==> src/shared/bbsram_pkg.sv <==
// Package for the battery-backed memory host controller: widths, timing and carrier types.
`default_nettype none
package bbsram_pkg;
  localparam int unsigned CLK_PERIOD_NS = 100;
  localparam int unsigned ADDR_W = 15;
  localparam int unsigned DATA_W = 8;
  // Device access figures in ns, slow grade.
  localparam int unsigned ADDR_TO_DATA_NS = 100;
  localparam int unsigned SELECT_TO_DATA_NS = 100;
  localparam int unsigned GATE_TO_DATA_NS = 50;
  localparam int unsigned WRITE_PULSE_NS = 75;
  localparam int unsigned STROBE_RECOVERY_NS = 35;
  localparam int unsigned STROBE_TO_FLOAT_NS = 35;
  // Least times round up to whole cycles; the read count takes one cycle more.
  localparam int unsigned READ_CYC =
    (((ADDR_TO_DATA_NS > SELECT_TO_DATA_NS) ? ADDR_TO_DATA_NS : SELECT_TO_DATA_NS)
     + CLK_PERIOD_NS - 1) / CLK_PERIOD_NS + 1;
  localparam int unsigned WRITE_CYC = (WRITE_PULSE_NS + CLK_PERIOD_NS - 1) / CLK_PERIOD_NS;
  localparam int unsigned RECOV_CYC =
    (STROBE_RECOVERY_NS + STROBE_TO_FLOAT_NS + CLK_PERIOD_NS - 1) / CLK_PERIOD_NS;
  // Protection release after supply valid, in ms, and the host hold-off.
  localparam int unsigned PROT_RELEASE_MS = 125;
  localparam int unsigned PROT_RELEASE_CYC = PROT_RELEASE_MS * 10000;
  localparam logic [3:0] CNT_ZERO = 4'h0;

  typedef struct packed {
    logic             wr;
    logic [ADDR_W-1:0] addr;
    logic [DATA_W-1:0] wdata;
  } bbsram_req_t;

  typedef struct packed {
    logic select_n;
    logic strobe_n;
    logic gate_n;
  } bbsram_ctl_t;
endpackage
`default_nettype wire

==> src/core/bbsram_host.sv <==
// Host controller driving a battery-backed static memory through its pins.
`timescale 1ns/1ps
`default_nettype none
module bbsram_host #(
  parameter int unsigned PROT_RELEASE_CYC = bbsram_pkg::PROT_RELEASE_CYC
) (
  // Clock and reset
  input  wire logic                          i_clk,
  input  wire logic                          i_rst,
  // User request
  input  wire logic                          i_req_valid,
  input  wire bbsram_pkg::bbsram_req_t       i_req,
  output logic                               o_req_ready,
  output logic                               o_rd_valid,
  output logic [bbsram_pkg::DATA_W-1:0]      o_rd_data,
  output logic                               o_power_fail,
  output logic                               o_battery_low,
  // Memory pins
  output var bbsram_pkg::bbsram_ctl_t        o_ctl,
  output logic [bbsram_pkg::ADDR_W-1:0]      o_address_lines,
  input  wire logic [bbsram_pkg::DATA_W-1:0] i_data_lines,
  output logic [bbsram_pkg::DATA_W-1:0]      o_data_lines,
  output logic                               o_data_lines_oe,
  input  wire logic                          i_reset_n,
  input  wire logic                          i_battery_low_warning_n
);
  typedef enum logic [2:0] {S_HOLD, S_IDLE, S_RD, S_WR, S_RECOV} bbsram_state_t;

  bbsram_state_t state_q;
  logic [3:0]    cnt_q;
  logic [20:0]   hold_q;
  logic [1:0]    pins_s;
  logic          rst_n_s;
  logic          bw_n_s;

  ////////////////////////////////////////////////////////////////////////////
  // The open-drain pins are never driven by us; they only come in here.
  bbsram_sync #(.W(2)) bbsram_sync_inst (
    .i_clk   (i_clk),
    .i_rst   (i_rst),
    .i_async ({i_reset_n, i_battery_low_warning_n}),
    .o_sync  (pins_s)
  );
  assign rst_n_s = pins_s[1];
  assign bw_n_s  = pins_s[0];

  always_ff @(posedge i_clk or posedge i_rst)
  begin
    if (i_rst)
    begin
      o_power_fail  <= 1'b1;
      o_battery_low <= 1'b0;
    end
    else
    begin
      o_power_fail  <= ~rst_n_s;
      o_battery_low <= ~bw_n_s;
    end
  end

  ////////////////////////////////////////////////////////////////////////////
  // Hold-off after reset releases; the device may still protect itself, so we
  // wait the full release time rather than trust the reset pin alone.
  always_ff @(posedge i_clk or posedge i_rst)
  begin
    if (i_rst)
      hold_q <= '0;
    else if (!rst_n_s)
      hold_q <= '0;
    else if (hold_q != 21'(PROT_RELEASE_CYC))
      hold_q <= hold_q + 21'h1;
  end

  ////////////////////////////////////////////////////////////////////////////
  // Access sequencer.
  always_ff @(posedge i_clk or posedge i_rst)
  begin
    if (i_rst)
    begin
      state_q <= S_HOLD;
      cnt_q   <= 4'h0;
    end
    else
    begin
      unique case (state_q)
        S_HOLD:
          if (rst_n_s && hold_q == 21'(PROT_RELEASE_CYC))
            state_q <= S_IDLE;
        S_IDLE:
          if (!rst_n_s)
            state_q <= S_HOLD;
          else if (i_req_valid)
          begin
            state_q <= i_req.wr ? S_WR : S_RD;
            cnt_q   <= i_req.wr ? 4'(bbsram_pkg::WRITE_CYC) : 4'(bbsram_pkg::READ_CYC);
          end
        S_RD, S_WR:
          if (cnt_q == 4'h1)
          begin
            state_q <= S_RECOV;
            cnt_q   <= 4'(bbsram_pkg::RECOV_CYC);
          end
          else
            cnt_q <= cnt_q - 4'h1;
        S_RECOV:
          if (cnt_q == 4'h1)
            state_q <= rst_n_s ? S_IDLE : S_HOLD;
          else
            cnt_q <= cnt_q - 4'h1;
      endcase
    end
  end

  assign o_req_ready = (state_q == S_IDLE) && rst_n_s;

  ////////////////////////////////////////////////////////////////////////////
  // Pins come from flops. Address and data are latched once per access so
  // they stay steady through the whole strobe.
  always_ff @(posedge i_clk or posedge i_rst)
  begin
    if (i_rst)
    begin
      o_ctl           <= '{select_n: 1'b1, strobe_n: 1'b1, gate_n: 1'b1};
      o_address_lines <= '0;
      o_data_lines    <= '0;
      o_data_lines_oe <= 1'b0;
    end
    else
    begin
      if (o_req_ready && i_req_valid)
      begin
        o_address_lines <= i_req.addr;
        o_data_lines    <= i_req.wdata;
        o_ctl.select_n  <= 1'b0;
        o_ctl.strobe_n  <= ~i_req.wr;
        o_ctl.gate_n    <= i_req.wr;
        o_data_lines_oe <= i_req.wr;
      end
      else if ((state_q == S_RD || state_q == S_WR) && cnt_q == 4'h1)
      begin
        o_ctl           <= '{select_n: 1'b1, strobe_n: 1'b1, gate_n: 1'b1};
        o_data_lines_oe <= 1'b0;
      end
    end
  end

  // Sample read data at the last cycle, which covers both access delays.
  always_ff @(posedge i_clk or posedge i_rst)
  begin
    if (i_rst)
    begin
      o_rd_valid <= 1'b0;
      o_rd_data  <= '0;
    end
    else
    begin
      o_rd_valid <= (state_q == S_RD) && cnt_q == 4'h1;
      if ((state_q == S_RD) && cnt_q == 4'h1)
        o_rd_data <= i_data_lines;
    end
  end
endmodule // bbsram_host
`default_nettype wire

==> src/core/bbsram_sync.sv <==
// Two-flop synchroniser for the open-drain status pins.
`timescale 1ns/1ps
`default_nettype none
module bbsram_sync #(
  parameter int unsigned W = 2
) (
  input  wire logic         i_clk,
  input  wire logic         i_rst,
  input  wire logic [W-1:0] i_async,
  output logic      [W-1:0] o_sync
);
  logic [W-1:0] meta_q;
  // Pins idle high through their pull-ups.
  always_ff @(posedge i_clk or posedge i_rst)
  begin
    if (i_rst)
    begin
      meta_q <= '1;
      o_sync <= '1;
    end
    else
    begin
      meta_q <= i_async;
      o_sync <= meta_q;
    end
  end
endmodule // bbsram_sync
`default_nettype wire

==> config.mk <==
export PLATFORM = sky130hd
export DESIGN_NAME = bbsram_host
export DESIGN_NICKNAME = d
export VERILOG_FILES = /design/src/shared/bbsram_pkg.sv /design/src/core/bbsram_host.sv /design/src/core/bbsram_sync.sv
export SDC_FILE = /design/constraint.sdc
export NUM_CORES = 1
export LEC_CHECK = 0
export BUFFER_PORTS_ARGS = -buffer_cell sky130_fd_sc_hd__buf_2
export CORE_UTILIZATION = 50
export CTS_BUF_LIST = sky130_fd_sc_hd__clkbuf_2
export CTS_CLUSTER_DIAMETER = 200
export DETAILED_ROUTE_END_ITERATION = 6
export GPL_TIMING_DRIVEN = 0
export PLACE_DENSITY_LB_ADDON = 0.2
export SLEW_MARGIN = 20
export SYNTH_ARGS = -nofsm -noshare
export SYNTH_HDL_FRONTEND = slang
export SYNTH_HIERARCHICAL = 1
export SYNTH_SLANG_ARGS = --single-unit
==> constraint.sdc <==
create_clock -name i_clk -period 2.1 [get_ports i_clk]
set_clock_uncertainty 0.05 [all_clocks]
set_input_delay 0.42 -clock i_clk [delete_from_list [all_inputs] [get_ports i_clk]]
set_output_delay 0.42 -clock i_clk [all_outputs]
set_load 0.05 [all_outputs]
==> results.md <==
- The post-route minimum period is 2.00 ns.
- The number of buffers and inverters on the critical path is 1.
- The critical path starts at hold_q[0].
- In this run the critical register-to-register path is launched from hold_q[0].
- The initial antenna violation count is 0.
- The average vias per placed instance is 5.36.
- The tool flagged a number of max-cap violations equal to 0.
- The sequential share of the synthesized area is 0.567.
- Clock tree synthesis found a total of 70 sinks.
- The share of synthesized area in the top cell type comes to 0.499.
- The floorplan die width is 80.8 um.
- The clock reaches the later pin of the worst-skew pair after 0.48 ns.
- The clock tree from TritonCTS is done.
- Setup violations remaining at the end of the flow were counted as 0.
- The first global-routing pass estimated 9670 um of wire.
- Along the worst path, the maximum fanout reaches 10.
- The layout-stage area growth over the synthesis result is 24.0%.
- The total iterations of the first detailed-routing run is 4.
- In this run the tool buffered the top-level ports with 75 buffer cells.
- Synthesis produced 268 cells.
- The most numerous cell type found on the critical path is or4_1.
- In this run the vertical extent of the chip is 80.8 um.
- The maximum level of the CTS H-tree is 3.
- The signal arrival time at the worst endpoint is 2.35 ns.
- The analysis attributes to cell leakage a power of 1.76 nW.
- In this run the worst hold path is classified as in -> reg.
- In this design, the stage delay of the slowest critical-path cell is 0.43 ns.
- The most frequently used cell type in the post-synthesis netlist is dfrtp_1.
- In the post-synthesis netlist, the biggest area contributors are dfrtp_1 50%, mux2_2 11%, dfstp_2 6.8%, a21oi_1 2.9%, o21ai_0 2.4%.
- In the finished design, the share of the clock period the worst path needs comes to 0.952.
- In this run the most critical hold path is launched from i_req[18].
- The placer congestion estimate is 0.765.
- The library cell with the largest summed area after synthesis is dfrtp_1.
- Counting flops with a built-in enable in the synthesized netlist gives 0.
- The async set-reset flop share out of synthesis is 1.00.
- After detailed placement, the total cell area comes to 0.00362 mm2.
- At the pin with the least slew margin, the transition time is 0.554 ns.
- After legalization and detailed placement, the total HPWL measured 4350 um.
- For this configuration, the core starts out at a cell density of 0.522.
- In this run the core area contains 28 standard-cell rows.
- The cell area power density is 1380 mW/mm2.
- The synthesized area per cell is 11.6 um2.
- The total of flip-flops plus latches after synthesis is 70.
- In the global route stage, overall resource usage came out at 0.196.
- During synthesis, Yosys emitted a total of 6 warnings.
- TritonCTS created 9 clock buffers.
- The relative max-transition margin is 0.630.
- STA classifies the critical path startpoint as a flop.
- The fraction of final layout cells with drive strength greater than 1 is 0.394.
- Walking the worst path, the cells encountered are ha_2 -> nand2_1 -> or4_1 -> buf_2 -> or4_1 -> a21oi_1.
- The number of nets in the layout is 404.
- The count of cell types in the netlist is 43.
- The number of pins with negative max-slew slack in the final report is 0.
- In the synthesized netlist, the cells that appear most often are 62 x dfrtp_1, 31 x mux2_2, 18 x a21oi_1, 15 x o21ai_0, 13 x inv_1.
- After global routing the overflow that remains totals 0.
- After detailed routing, the number of remaining DRC violations is 0.
- The total design power is 5.32 mW.
- The average detailed-routed wire length per instance is 13.5 um.
- The detail route stage leaves a number of antenna-violating nets equal to 0.
- STA classifies the critical path endpoint as a flop.
- The clock root buffer master is clkbuf_2.
- The via count is 2,376.
- The clock-pin slew on the worst setup and hold paths is 0.20 ns.
- The total area inside the core boundary comes to 0.00596 mm2.
- The highest clock rate is 0.500 GHz.
- The boundary pin count is 76.
- The number of diodes added for antenna fixing is 0.
- The number of hold-slack violations in the final timing report is 0.
- The deepest clock path buffer count is 2.
- Counting every net in the synthesized netlist gives 309.
- The leading register cell type out of synthesis is dfrtp_1.
- The synthesized area is 0.00311 mm2.
- The kind of cell with the highest combined delay along the critical path is simple AND/OR/NAND/NOR gates.
- The routed design has 6000 um of wire.
- The number of global-route vias before repair came to 2,195.
- After filler insertion, the fill cell instance count of the layout stands at 482.
- The floorplan step defined a die boundary enclosing 0.00654 mm2.
- The pin count of the biggest net entering global routing is 25.
- The worst voltage drop across the vdd grid is 1.20 mV.
- The flow ran to the end, and the final reports show no timing, DRC or antenna violations.
- The final design instance area without fill is 0.00385 mm2.
- The initial detailed-routing violation count is 117.
- The start-to-end type of the worst setup path is reg -> reg.
- The slowest stage of the critical path belongs to the cell dfrtp_1.
- Data on the critical path is required at its endpoint by 2.45 ns.
## layer usage
| metal | wire length, um | part of all wire | up-vias | GRT usage |
|---|---|---|---|---|
| met5 | 0 | 0 | - | 0 |
| met4 | 62 | 0.010 | 0 | 0.0804 |
| met3 | 324 | 0.054 | 6 | 0.0584 |
| met2 | 2910 | 0.49 | 55 | 0.304 |
| met1 | 2700 | 0.45 | 1154 | 0.256 |
| li1 | - | - | 1161 | - |
## registers in the layout, summed over array words and instances (netlist names), 2 cells and up
name	cells
cnt_q	4
bbsram_sync_inst/o_sync	2
o_ctl	3
o_data_lines	8
hold_q	21
o_address_lines	15
o_rd_data	8
bbsram_sync_inst/meta_q	2
state_q	3
## layout make-up
type,instances,area [um2],share of cell area
plain buffers,8,31.3,0.00812
clock buffers,9,45.0,0.0117
clock inverters,7,88.8,0.0231
inverters,13,52.6,0.0136
multi-input cells,176,1280,0.332
flip-flops and latches,70,1760,0.457
well taps,75,93.8,0.0244
repair buffers,85,498,0.129
## where the power goes
part	internal (mW)	total (mW)	switching, mW
registers	1.76	1.98	0.220
clock network	0.387	0.858	0.471
logic	0.743	2.48	1.74
total	2.89	5.32	2.43
## layout by cell type (no fill, tap or decap), drive strengths merged, types with 3 or more instances in the layout
| cell | netlist | final |
|---|---|---|
| inv | 13 | 12 |
| dlygate4sd3 | 0 | 3 |
| nand3 | 10 | 10 |
| xor2 | 5 | 5 |
| nor2 | 10 | 10 |
| and3 | 4 | 4 |
| ha | 4 | 4 |
| a21oi | 18 | 18 |
| clkbuf | 8 | 16 |
| nor2b | 3 | 3 |
| nor3 | 4 | 4 |
| clkinv | 0 | 5 |
| nor4b | 4 | 4 |
| nand2 | 12 | 12 |
| dfstp | 8 | 8 |
| nand4 | 6 | 6 |
| o21ai | 15 | 15 |
| nor3b | 4 | 4 |
| buf | 1 | 83 |
| or4 | 5 | 5 |
| o31ai | 4 | 4 |
| dfrtp | 62 | 62 |
| or3 | 10 | 10 |
| mux2 | 31 | 31 |
## kinds of logic after synthesis
| group | synth area share |
|---|---|
| AO/OA/AOI/OAI | 0.0974 |
| flip-flops | 0.567 |
| AND/OR/NAND/NOR | 0.157 |
| buffers and inverters | 0.0270 |
| adder cells (fa/ha/maj) | 0.0161 |
| multiplexers | 0.116 |
| XOR/XNOR | 0.0197 |
## through the flow
step	TNS [ns]	worst slack, ns	instances	util	hold slack, ns
final	0	0.101	443	0.647	0.102
after global routing	-0.129	-0.0263	443	0.647	0.0340
after CTS	0	0.0237	438	0.638	0.0572
after detailed placement	-3.32	-0.415	420	0.608	0.297
after global placement	-2.75	-0.346	418	0.601	0.296
after floorplan	0	0.118	268	-	0.295
## timing repair
action / 4_1_cts / 5_1_grt
setup endpoints to repair: 10 / 10
endpoints found under the hold margin: 25 / 0
gates cloned: 0 / 0
hold buffers: 3 / 0
setup buffers: 0 / 5
gates resized for setup: 4 / 2
pin swaps: 0 / 1
## final timing paths
kind / to / cells past startpoint / slack (ns)
setup / recovery: hold_q[18] / 6 / 0.10
hold / removal: o_address_lines[10] / 2 / 0.10
setup reg to reg: hold_q[18] / 6 / 0.10
hold reg to reg: bbsram_sync_inst/o_sync[0] / 0 / 0.32
max in group asynchronous: o_ctl[0] / 5 / 0.84
min in group asynchronous: o_address_lines[10] / 3 / 0.43
No activity file was read; power rests on OpenSTA's default activity.
